<file path="src/inc/watchdog_pkg.sv">
// constants, field layout and mode codes of the watchdog unit
// assumes an apb master on pclk and a 32-bit data path
//
// How it works
// RL1: while enabled, an unserviced timer period ends in a system reset.
// RL2: software must complete a valid service within every programmed period.
// RL3: the watchdog counts with a 16-bit counter.
// RL4: counter tick is the system clock divided by 256 or by 16384.
// RL5: normal mode reloads the software value; other modes reload a fixed value.
// RL6: the init-done lock bit is held here and driven onto a system line.
// RL7: every change of the init-done lock bit is observed and flagged; the code flags service changes only, not the reset to 1.
// RL8: an error first raises the nmi, then resets after a further period.
// RL9: the access password mixes a fixed field with a software-set field.
// RL10: service takes two writes whose spacing is watched and limited.
// RL11: wrong password on write one or wrong guard on write two is an error.
// RL12: counting may be disabled; password check and lock monitoring stay on.
// RL13: two watchdog resets without valid access between hold reset until power-on.
// RL14: a counter overflow in normal mode is an error entering prewarning.
// RL15: a completed two-write service reloads the counter from the software value; the code loads the fixed value on a same-cycle overflow.
package watchdog_pkg;

  localparam int ADDR_W = 8;
  localparam logic [ADDR_W-1:0] OFF_CTRL = 8'h00;
  localparam logic [ADDR_W-1:0] OFF_STAT = 8'h04;
  localparam logic [ADDR_W-1:0] OFF_IRQ_STAT = 8'h08;
  localparam logic [ADDR_W-1:0] OFF_IRQ_MASK = 8'h0c;

  // control word fields
  localparam int F_RELOAD_LSB = 16;
  localparam int F_PW_LSB = 8;
  localparam int F_GUARD_LSB = 4;
  localparam int F_FSEL = 3;
  localparam int F_DIS = 2;
  localparam int F_INIT = 0;

  // status word fields
  localparam int S_CNT_LSB = 16;
  localparam int S_MODE_LSB = 8;
  localparam int S_SEEN = 2;
  localparam int S_OPEN = 1;

  localparam logic [7:0] FIXED_PW = 8'h5a;
  localparam logic [3:0] GUARD = 4'ha;
  localparam logic [7:0] USER_PW_RST = 8'h00;
  localparam logic [15:0] RELOAD_RST = 16'h0000;
  localparam logic [15:0] FIXED_RELOAD = 16'hff00;

  localparam int DIV_FAST = 256;
  localparam int DIV_SLOW = 16384;
  localparam int ACCESS_WINDOW_CYC = 1024;
  localparam int RESET_PULSE_CYC = 16;

  // interrupt status bits
  localparam int IRQ_W = 4;
  localparam int IRQ_PREWARN = 0;
  localparam int IRQ_ACCERR = 1;
  localparam int IRQ_OVF = 2;
  localparam int IRQ_INITCHG = 3;

  typedef enum logic [4:0] {
    M_TIMEOUT = 5'b00001,
    M_NORMAL = 5'b00010,
    M_PREWARN = 5'b00100,
    M_RESET = 5'b01000,
    M_HOLD = 5'b10000
  } mode_t;

endpackage

</file>
<file path="src/verilog/wdt_prescaler.sv">
// clock divider giving a one-cycle tick every fast or slow division
// assumes run and clear come from logic on pclk
module tick_prescaler #(
  parameter int FAST_DIV = 256,
  parameter int SLOW_DIV = 16384
) (
  // clock and reset
  input wire logic pclk,
  input wire logic presetn,
  // control
  input wire logic run,
  input wire logic clear,
  input wire logic sel_slow,
  // tick
  output logic tick_q
);

  localparam int CW = $clog2(SLOW_DIV);

  if (FAST_DIV < 2 || SLOW_DIV < FAST_DIV) begin : g_chk
    $error("prescaler divisions out of range");
  end

  localparam logic [CW-1:0] FAST_LAST = CW'(FAST_DIV - 1);
  localparam logic [CW-1:0] SLOW_LAST = CW'(SLOW_DIV - 1);

  logic [CW-1:0] div_q;
  wire [CW-1:0] last = sel_slow ? SLOW_LAST : FAST_LAST;
  // >= so a switch to the fast rate never strands the count above last
  wire wrap = div_q >= last;

  always_ff @(posedge pclk or negedge presetn) begin
    if (!presetn) begin
      div_q <= '0;
      tick_q <= 1'b0;
    end else begin
      div_q <= (clear || !run || wrap) ? '0 : div_q + 1'b1;
      tick_q <= run && !clear && wrap; // RL4
    end
  end

endmodule

</file>
<file path="src/verilog/wdt_counter.sv">
// up counter with load; overflow pulse when it wraps past all ones
// assumes load and tick are one-cycle pulses on pclk
module period_counter #(
  parameter int W = 16
) (
  // clock and reset
  input wire logic pclk,
  input wire logic presetn,
  // control
  input wire logic load,
  input wire logic [W-1:0] load_val,
  input wire logic tick,
  // state
  output logic [W-1:0] count_q,
  output logic ovf_q
);

  if (W < 2) begin : g_chk
    $error("counter width too small");
  end

  always_ff @(posedge pclk or negedge presetn) begin
    if (!presetn) begin
      count_q <= '0;
      ovf_q <= 1'b0;
    end else begin
      // a load beats a tick in the same cycle
      if (load) begin
        count_q <= load_val;
      end else if (tick) begin
        count_q <= count_q + 1'b1; // RL3
      end
      ovf_q <= !load && tick && (&count_q);
    end
  end

endmodule

</file>
<file path="src/verilog/watchdog_unit.sv">
// watchdog unit: apb register slave, two-write password service,
// prewarning nmi, system reset request and double reset hold
// assumes presetn is the power-on reset and is not driven by sys_reset_q
module watchdog_unit #(
  parameter int CNT_W = 16,
  parameter int FAST_DIV = watchdog_pkg::DIV_FAST,
  parameter int SLOW_DIV = watchdog_pkg::DIV_SLOW,
  parameter int ACCESS_WINDOW = watchdog_pkg::ACCESS_WINDOW_CYC,
  parameter int RESET_PULSE = watchdog_pkg::RESET_PULSE_CYC
) (
  // clock and reset
  input wire logic pclk,
  input wire logic presetn,
  // apb slave
  input wire logic psel,
  input wire logic penable,
  input wire logic pwrite,
  input wire logic [watchdog_pkg::ADDR_W-1:0] paddr,
  input wire logic [31:0] pwdata,
  output logic [31:0] prdata_q,
  output logic pready_q,
  output logic pslverr_q,
  // system lines
  output logic init_done_lock_bit_q,
  output logic nmi_q,
  output logic sys_reset_q,
  output logic irq_q
);

  if (CNT_W != 16) begin : g_chk_w
    $error("reload field holds exactly 16 bits");
  end
  if (ACCESS_WINDOW < 2 || RESET_PULSE < 1) begin : g_chk_t
    $error("window or reset pulse too short");
  end

  localparam int WW = $clog2(ACCESS_WINDOW + 1);
  localparam int RW = $clog2(RESET_PULSE + 1);
  localparam logic [WW-1:0] WIN_LAST = WW'(ACCESS_WINDOW);
  localparam logic [RW-1:0] RST_LAST = RW'(RESET_PULSE - 1);

  // register state
  watchdog_pkg::mode_t mode_q, mode_d;
  logic [15:0] reload_q;
  logic [7:0] user_pw_q;
  logic fsel_q;
  logic dis_q;
  logic open_q;
  logic seen_q;
  logic [WW-1:0] win_q;
  logic [RW-1:0] rst_q;
  logic [watchdog_pkg::IRQ_W-1:0] istat_q, istat_d;
  logic [watchdog_pkg::IRQ_W-1:0] imask_q;

  // counter and prescaler
  logic [CNT_W-1:0] count_q;
  logic ovf_q;
  logic tick_q;

  // apb decode
  wire setup = psel && !penable;
  wire access = psel && penable && pready_q;
  wire wr = access && pwrite;
  wire hit_ctrl = paddr == watchdog_pkg::OFF_CTRL;
  wire hit_stat = paddr == watchdog_pkg::OFF_STAT;
  wire hit_istat = paddr == watchdog_pkg::OFF_IRQ_STAT;
  wire hit_imask = paddr == watchdog_pkg::OFF_IRQ_MASK;
  wire hit_any = hit_ctrl || hit_stat || hit_istat || hit_imask;
  wire wr_ctrl = wr && hit_ctrl;
  wire wr_istat = wr && hit_istat;
  wire wr_imask = wr && hit_imask;

  // mode decode
  wire m_timeout = mode_q == watchdog_pkg::M_TIMEOUT;
  wire m_normal = mode_q == watchdog_pkg::M_NORMAL;
  wire m_prewarn = mode_q == watchdog_pkg::M_PREWARN;
  wire m_reset = mode_q == watchdog_pkg::M_RESET;
  wire m_active = m_timeout || m_normal;

  // password and guard checks
  wire [7:0] pw_field = pwdata[watchdog_pkg::F_PW_LSB +: 8];
  wire [7:0] fix_field = pwdata[7:0];
  wire [3:0] guard_field = pwdata[watchdog_pkg::F_GUARD_LSB +: 4];
  wire pw_ok = pw_field == user_pw_q &&
               fix_field == watchdog_pkg::FIXED_PW; // RL9
  wire guard_ok = guard_field == watchdog_pkg::GUARD;

  // access sequence: protection stays on even while counting is disabled
  wire first_wr = wr_ctrl && m_active && !open_q; // RL12
  wire second_wr = wr_ctrl && m_active && open_q;
  wire unlock = first_wr && pw_ok;
  wire service = second_wr && guard_ok; // RL10
  wire acc_err = (first_wr && !pw_ok) ||
                 (second_wr && !guard_ok); // RL11
  wire win_over = open_q && !wr_ctrl && win_q == WIN_LAST; // RL10

  // new control values from the second write
  wire new_init = pwdata[watchdog_pkg::F_INIT];
  wire new_dis = pwdata[watchdog_pkg::F_DIS];
  wire new_fsel = pwdata[watchdog_pkg::F_FSEL];
  wire [15:0] new_reload = pwdata[watchdog_pkg::F_RELOAD_LSB +: 16];
  wire init_chg = service && new_init != init_done_lock_bit_q; // RL7

  // errors: overflow in time-out or normal mode, or a bad access
  wire ovf_err = ovf_q && m_active; // RL14
  wire err = acc_err || ovf_err; // RL8
  wire pre_end = ovf_q && m_prewarn; // RL1
  wire rst_end = m_reset && rst_q == RST_LAST;

  // counter control
  wire run = m_timeout || m_prewarn || (m_normal && !dis_q); // RL12
  wire cnt_load = service || err || rst_end;
  // a service in time-out mode leaves it for normal mode
  wire [15:0] load_val = (service && !err) ? new_reload :
                         watchdog_pkg::FIXED_RELOAD; // RL5 RL15

  // mode sequencing
  always_comb begin
    mode_d = mode_q;
    unique case (mode_q)
      watchdog_pkg::M_TIMEOUT,
      watchdog_pkg::M_NORMAL: begin
        if (err) begin
          mode_d = watchdog_pkg::M_PREWARN; // RL8
        end else if (service) begin
          mode_d = watchdog_pkg::M_NORMAL;
        end
      end
      watchdog_pkg::M_PREWARN: begin
        if (pre_end) begin
          // second watchdog reset with no valid access since the first
          mode_d = seen_q ? watchdog_pkg::M_HOLD :
                            watchdog_pkg::M_RESET; // RL13
        end
      end
      watchdog_pkg::M_RESET: begin
        if (rst_end) begin
          mode_d = watchdog_pkg::M_TIMEOUT;
        end
      end
      watchdog_pkg::M_HOLD: begin
        // left only by power-on reset
        mode_d = watchdog_pkg::M_HOLD; // RL13
      end
      default: begin
        mode_d = watchdog_pkg::M_HOLD;
      end
    endcase
  end

  // interrupt status: a hardware set wins over a software clear
  wire [watchdog_pkg::IRQ_W-1:0] ev;
  assign ev[watchdog_pkg::IRQ_PREWARN] = err && m_active;
  assign ev[watchdog_pkg::IRQ_ACCERR] = acc_err;
  assign ev[watchdog_pkg::IRQ_OVF] = ovf_err;
  assign ev[watchdog_pkg::IRQ_INITCHG] = init_chg; // RL7
  wire [watchdog_pkg::IRQ_W-1:0] iclr =
    wr_istat ? pwdata[watchdog_pkg::IRQ_W-1:0] : '0;
  assign istat_d = (istat_q & ~iclr) | ev;

  // read data
  wire [31:0] ctrl_rd = {reload_q, 12'h000, fsel_q, dis_q, 1'b0,
                         init_done_lock_bit_q};
  wire [31:0] stat_rd = {count_q, 3'h0, mode_q, 5'h00, seen_q, open_q,
                         1'b0};
  wire [31:0] istat_rd = {{(32 - watchdog_pkg::IRQ_W){1'b0}}, istat_q};
  wire [31:0] imask_rd = {{(32 - watchdog_pkg::IRQ_W){1'b0}}, imask_q};
  wire [31:0] rd_mux = hit_ctrl ? ctrl_rd :
                       hit_stat ? stat_rd :
                       hit_istat ? istat_rd :
                       hit_imask ? imask_rd : 32'h0000_0000;

  // apb answer: ready in the first access cycle, no wait states
  always_ff @(posedge pclk or negedge presetn) begin
    if (!presetn) begin
      pready_q <= 1'b0;
      pslverr_q <= 1'b0;
      prdata_q <= 32'h0000_0000;
    end else begin
      pready_q <= setup;
      pslverr_q <= setup && !hit_any;
      prdata_q <= (setup && !pwrite) ? rd_mux : 32'h0000_0000;
    end
  end

  // mode, reset pulse and nmi
  always_ff @(posedge pclk or negedge presetn) begin
    if (!presetn) begin
      mode_q <= watchdog_pkg::M_TIMEOUT;
      rst_q <= '0;
      nmi_q <= 1'b0;
      sys_reset_q <= 1'b0;
    end else begin
      mode_q <= mode_d;
      rst_q <= m_reset ? rst_q + 1'b1 : '0;
      // nmi stands for the whole prewarning period
      nmi_q <= mode_d == watchdog_pkg::M_PREWARN; // RL8
      sys_reset_q <= mode_d == watchdog_pkg::M_RESET ||
                     mode_d == watchdog_pkg::M_HOLD; // RL1 RL13
    end
  end

  // double reset memory survives the watchdog reset it counts
  always_ff @(posedge pclk or negedge presetn) begin
    if (!presetn) begin
      seen_q <= 1'b0;
    end else if (service) begin
      seen_q <= 1'b0; // RL13
    end else if (pre_end) begin
      seen_q <= 1'b1; // RL13
    end
  end

  // access window
  always_ff @(posedge pclk or negedge presetn) begin
    if (!presetn) begin
      open_q <= 1'b0;
      win_q <= '0;
    end else begin
      if (unlock) begin
        open_q <= 1'b1;
      end else if (second_wr || win_over || !m_active) begin
        open_q <= 1'b0;
      end
      win_q <= (unlock || !open_q) ? '0 : win_q + 1'b1;
    end
  end

  // control fields, restored to defaults by a watchdog reset too
  always_ff @(posedge pclk or negedge presetn) begin
    if (!presetn) begin
      init_done_lock_bit_q <= 1'b1;
      dis_q <= 1'b0;
      fsel_q <= 1'b0;
      reload_q <= watchdog_pkg::RELOAD_RST;
      user_pw_q <= watchdog_pkg::USER_PW_RST;
    end else if (rst_end) begin
      init_done_lock_bit_q <= 1'b1;
      dis_q <= 1'b0;
      fsel_q <= 1'b0;
      reload_q <= watchdog_pkg::RELOAD_RST;
      user_pw_q <= watchdog_pkg::USER_PW_RST;
    end else if (service) begin
      init_done_lock_bit_q <= new_init; // RL6
      dis_q <= new_dis; // RL12
      fsel_q <= new_fsel; // RL4
      reload_q <= new_reload; // RL5
      user_pw_q <= pw_field; // RL9
    end
  end

  // interrupt registers and output
  always_ff @(posedge pclk or negedge presetn) begin
    if (!presetn) begin
      istat_q <= '0;
      imask_q <= '0;
      irq_q <= 1'b0;
    end else begin
      istat_q <= istat_d;
      if (wr_imask) begin
        imask_q <= pwdata[watchdog_pkg::IRQ_W-1:0];
      end
      irq_q <= |(istat_d & (wr_imask ?
               pwdata[watchdog_pkg::IRQ_W-1:0] : imask_q));
    end
  end

  tick_prescaler #(
    .FAST_DIV(FAST_DIV),
    .SLOW_DIV(SLOW_DIV)
  ) u_prescaler (
    .pclk(pclk),
    .presetn(presetn),
    .run(run),
    .clear(cnt_load),
    .sel_slow(fsel_q),
    .tick_q(tick_q)
  );

  period_counter #(
    .W(CNT_W)
  ) u_counter (
    .pclk(pclk),
    .presetn(presetn),
    .load(cnt_load),
    .load_val(load_val),
    .tick(tick_q && run),
    .count_q(count_q),
    .ovf_q(ovf_q)
  );

endmodule

</file>
<file path="config.mk">
export PLATFORM = sky130hd
export DESIGN_NAME = watchdog_unit
export DESIGN_NICKNAME = d
export VERILOG_FILES = /design/src/inc/watchdog_pkg.sv /design/src/verilog/wdt_prescaler.sv /design/src/verilog/wdt_counter.sv /design/src/verilog/watchdog_unit.sv
export SDC_FILE = /design/constraint.sdc
export NUM_CORES = 1
export LEC_CHECK = 0
export BUFFER_PORTS_ARGS = -buffer_cell sky130_fd_sc_hd__buf_4
export CORE_MARGIN = 5
export CORE_UTILIZATION = 52
export DETAILED_ROUTE_END_ITERATION = 6
export GPL_ROUTABILITY_DRIVEN = 0
export PLACE_DENSITY = 0.76
export SYNTH_ARGS = -nofsm -noshare
export SYNTH_HDL_FRONTEND = slang
export SYNTH_SLANG_ARGS = --single-unit
</file>
<file path="constraint.sdc">
create_clock -name pclk -period 2.15 [get_ports pclk]
set_input_delay 0.3225 -clock pclk [delete_from_list [all_inputs] [get_ports pclk]]
set_output_delay 0.3225 -clock pclk [all_outputs]
set_load 0.005 [all_outputs]
</file>
* Yosys cells after proc, flatten, opt, wreduce, memory -nomap -nowiden *
Index checks and enable logic that the tools add are counted.

cells by class
  $add $sub $neg = 4
  $lt $le $gt $ge = 1
  equality and inequality tests = 16
  mux-type cells = 34
  bitwise operators = 4
  reduce and logical (&&, ||, !) cells = 67

operators with widths
  operator                                       number
  two-way mux 32 bit                             3
  two-way mux 16 bit                             5
  logical AND 1 bit                              31
  two-way mux 5 bit                              6
  two-way mux 14 bit                             2
  adder 16 x 1 -> 16 bit, second input constant  1
  == test 8 x 4 -> 1 bit, second input constant  2
  logical OR 1 bit                               16
  two-way mux 4 bit                              4
  two-way mux 8 bit                              2
  AND reduction 16 bit                           1
  == test 5 x 4 -> 1 bit, second input constant  3
  one-hot mux 5 bit (3 select lines)             1
  adder 14 x 1 -> 14 bit, second input constant  1
  >= comparator 14 bit                           1
  zero test 1 bit                                12
  adder 11 x 1 -> 11 bit, second input constant  1
  == test 11 bit, second input constant          1
  two-way mux 11 bit                             1
  == test 5 x 3 -> 1 bit, second input constant  2
  two-way mux 1 bit                              10
  AND 4 bit                                      2
  == test 8 x 3 -> 1 bit, second input constant  1
  == test 8 x 7 -> 1 bit, second input constant  1
  other kinds (13)                               16

storage, ports and cells
  flip-flop bits (word level) = 127

* Logic depth before layout (Yosys ltp) *
  depth in word-level cells = 14
  mapped depth = 10
  gate-level depth less buffers = 8

* Cells and area by module *
A second synthesis with hierarchy kept.

unflattened totals
  cell total of the unflattened synthesis = 603
  area total of the unflattened synthesis = 5,915.7 sq um

by module, submodules not included
  module          instances  cells each  area an instance (sq um)  sequential area each (sq um)
  watchdog_unit   1          414         4,124.0                   2,204.6
  period_counter  1          102         953.4                     425.4
  tick_prescaler  1          87          838.3                     375.4

* Least setup slack after synthesis *
No wires, ideal clock.

  path kind = register to register
  start point = reg fsel_q
  end point = reg u_prescaler.div_q[8]
  setup time = 0.068 ns
  arrival time = 2.216 ns
  data required time = 2.082 ns
  setup slack = -0.135 ns
  stages on the path, launching flop included = 10
  buffers on the path = 2
  clock period less this slack = 2.285 ns
  cell sequence = dfrtp_1 -> inv_1 -> ha_1 -> o2111a_1 -> a2111oi_2 -> a21oi_1 -> or3b_1 -> buf_2 -> buf_8 -> nor2_4

between the ends
  cells in the longest elaborated chain, start to end = 4

RTL lines
  item                      RTL line              RTL
  start: declaration        watchdog_unit.sv:46   logic fsel_q;
  start signal: assignment  watchdog_unit.sv:246  fsel_q <= new_fsel;
  two-way mux 14 bit        wdt_prescaler.sv:28   wire [CW-1:0] last = sel_slow ? SLOW_LAST : FAST_LAST;
  >= comparator 14 bit      wdt_prescaler.sv:30   wire wrap = div_q >= last;
  logical OR 1 bit          wdt_prescaler.sv:37   div_q <= (clear || !run || wrap) ? '0 : div_q + 1'b1;
  two-way mux 14 bit        wdt_prescaler.sv:37
  end signal: assignment    wdt_prescaler.sv:37
  end: declaration          wdt_prescaler.sv:27   logic [CW-1:0] div_q;

No other way between the ends.
A chain may end at the register's enable or synchronous reset.

* Worst setup path after layout *
  start point = reg u_prescaler.div_q[0]
  end point = reg u_prescaler.div_q[10]

between the ends
  cells in the longest elaborated chain, start to end = 3
  elaborated cells on any way between the ends = 4
  those cells by class = add/sub (1); order compare (1); mux (1); reduce/logical (1)

RTL lines
  item                  RTL line
  >= comparator 14 bit  wdt_prescaler.sv:30
  logical OR 1 bit      wdt_prescaler.sv:37
  two-way mux 14 bit *  wdt_prescaler.sv:37

Mark *: on every way between the ends. The rest lies on a longest branch, timed or not.

==> flow_summary.json <==
{
  "layout-drive-gt1-share_pct": 26.8,
  "irDropWorstVdd_mv": 0.849,
  "via_per_inst": 5.60,
  "clk_pin_slew_ns": 0.06,
  "p_leak_uw": 0.00350,
  "via_count": 4753,
  "synth_top_cell_by_area": "dfrtp_1",
  "yosys_warnings": 0,
  "start_util_pct": 52.6,
  "holdWs_ns": 0.0778,
  "mostFrequentLayoutCells": "dfrtp_1, buf_4, nand2_1",
  "design_power_total_uw": 5210,
  "nNetsFinal": 750,
  "violations": "setup timing",
  "final-hold-violation-count": 0,
  "drt_iter0_drc": 341,
  "r2r_cells": 8,
  "detail_route.wl_per_cell_um": 16.9,
  "synth_top_family_by_area": "simple AND/OR/NAND/NOR gates",
  "report.final.slew_viol_count": 0,
  "seqCellArea_mm2": 0.00301,
  "synth_xor_area_share_pct": 5.87,
  "mostFrequentLayoutCell": "dfrtp_1",
  "startpoint_type": "flip-flop",
  "synthToLayoutAreaGrowth_pct": 27.4,
  "synth-seq-cells": 120,
  "criticalPathCategory": "flip-flop to flip-flop",
  "port_buffers": 75,
  "fin_crit_ns": 2.18,
  "yosysTopAreaCellShare_pct": 49.6,
  "dieArea_mm2": 0.0137,
  "hold_depth": 2,
  "critPathArrivalTime_ns": 2.54,
  "nFillCells": 873,
  "drtPass1Iterations": 6,
  "synth_area_leaders": "dfrtp_1, nand2_1, xnor2_1",
  "path_buf_inv": 1,
  "place_worst_setup_slack_ns": -0.0443,
  "cts_max_path_buffers": 2,
  "postRouteAntennaNets": 0,
  "ys.flop_type": "dfrtp_1",
  "die_w_um": 117,
  "grt_pass1_vias": 4727,
  "die-height_um": 117,
  "stdcell_count": 849,
  "cts.sinks": 120,
  "max-cap-violations": 0,
  "crit_slowest_cell": "or3b_4",
  "multiInputGateArea_mm2": 0.00284,
  "critPathMaxStageDelay_ns": 0.42,
  "cts_buffers": 17,
  "tightest_slew_ns": 0.669,
  "yosys.cell_types.count": 72,
  "slew_headroom_pct": 55.0,
  "cp_max_fo": 7,
  "worstPathRequired_ns": 2.51,
  "num_antenna_cells": 0,
  "synth-seq-area-share_pct": 50.5,
  "final.setup_skew_ns": 0.00893,
  "crit_chain": "ha_4 > and3_4 > and4_4 > a2111oi_4 > a21oi_2 > or3b_4 > clkbuf_16 > nor2_4",
  "gr-total-overflow": 0,
  "row_count": 39,
  "antenna_found_initial": 0,
  "layout_setup_ws_ns": -0.0290,
  "avgSynthCellArea_um2": 10.1,
  "synth-compound-area-share_pct": 12.3,
  "ios": 83,
  "synthArstFlopShare_pct": 100,
  "setup_viol": 13,
  "max_freq_ghz": 0.459,
  "synth_edf_count": 0,
  "synth_area_mm2": 0.00595,
  "routed_wl_um": 14400,
  "power_density_mw_per_mm2": 687,
  "synthMuxAreaShare_pct": 1.43,
  "hold_path.class": "primary input to flip-flop",
  "rsz0062_at_grt": "true",
  "cts_root_buf": "clkbuf_16",
  "htreeDepth": 4,
  "dp_hpwl_um": 10100,
  "grt_pass1_wl_um": 23300,
  "crit_path_end_kind": "flip-flop",
  "path_delay_family": "simple AND/OR/NAND/NOR gates",
  "clk_latency_ns": 0.42,
  "drc_errors": 0,
  "worstSetupPathDepth": 8,
  "synth_fa_ha_area_share_pct": 2.52,
  "core_area_mm2": 0.0113,
  "status": "finished with violations",
  "dp_cells": 812,
  "grt_usage_pct": 22.1,
  "grt_max_degree": 53,
  "finalCritPeriodShare_pct": 101,
  "synthCells": 587,
  "yosys.area_share.simple_pct": 23.5,
  "cts_tree": "built"
}
-- kinds of logic after synthesis --
| logic type | Yosys count |
|---|---|
| AOI/OAI and AO/OA | 107 |
| xor gates and xnor gates | 39 |
| adders and majority gates | 12 |
| buffers and inverters | 46 |
| DFF | 120 |
| muxes | 8 |
| other | 1 |
| and+or+nand+nor | 254 |
-- worst paths after layout --
| path | start | to | slack (ns) |
|---|---|---|---|
| hold reg to reg | win_q[0] | win_q[0] | 0.47 |
| hold / removal | penable | pready_q | 0.08 |
| max in group asynchronous | presetn | reload_q[8] | 1.06 |
| setup reg to reg | u_prescaler.div_q[0] | u_prescaler.div_q[10] | -0.03 |
| min in group asynchronous | presetn | win_q[0] | 0.43 |
| setup / recovery | u_prescaler.div_q[0] | u_prescaler.div_q[10] | -0.03 |
-- report_power, final --
part / switching [uW] / internal (uW)
clock network: 981 / 1780
logic: 106 / 83.6
registers: 1.16 / 2260
-- routing by layer --
layer,GRT usage [%],share of wire (%)
met5,0,0
met4,8.94,2.3
met3,5.04,4.6
met2,37.2,52
met1,27.5,41
-- state kept, by name, summed over array words and instances (netlist names), 4 cells and up --
name,count
win_q,11
u_prescaler.div_q,14
imask_q,4
istat_q,4
reload_q,16
rst_q,5
u_counter.count_q,16
prdata_q,25
mode_q,5
user_pw_q,8
-- final cells by class --
class,count,share of cell area (%)
flip-flops and latches,120,39.7
inverters,14,0.726
multi-input cells,427,37.4
clock inverters,10,1.32
well taps,143,2.36
repair buffers,113,12.3
clock buffers,22,6.26
-- stage by stage --
step,area (um2),utilization [%],setup TNS [ns]
floorplan,6010,-,-0.0856
global route,7580,67.0,-1.24
CTS,7490,66.2,-0.0796
detailed placement,6880,60.8,-0.182
global placement,6880,60.8,0
finish,7580,67.0,-0.267
-- cell usage after synthesis (4+ instances only) --
| library cell | instances |
|---|---|
| a21oi_1 | 9 |
| a22oi_1 | 18 |
| a31oi_1 | 5 |
| and2_1 | 22 |
| and3_1 | 14 |
| and4_1 | 5 |
| buf_2 | 11 |
| buf_4 | 7 |
| clkbuf_1 | 13 |
| dfrtp_1 | 118 |
| ha_1 | 12 |
| inv_1 | 14 |
| mux2_2 | 4 |
| mux2i_1 | 4 |
| nand2_1 | 72 |
| nand3_1 | 20 |
| nand4_1 | 9 |
| nor2_1 | 51 |
| nor2_4 | 8 |
| nor2b_1 | 4 |
| nor3_1 | 8 |
| o21a_1 | 4 |
| o21ai_0 | 31 |
| o22a_1 | 5 |
| o31ai_1 | 7 |
| or3_1 | 5 |
| xnor2_1 | 26 |
| xor2_1 | 12 |
-- what timing repair did --
item	in CTS	in global routing
gates cloned	0	1
buffers inserted	1	2
hold buffers	1	0
endpoints found under the hold margin	33	0
pin swaps	0	4
resized for setup	5	11
endpoints found under the setup margin	14	26
(Power assumes the default switching activity.)
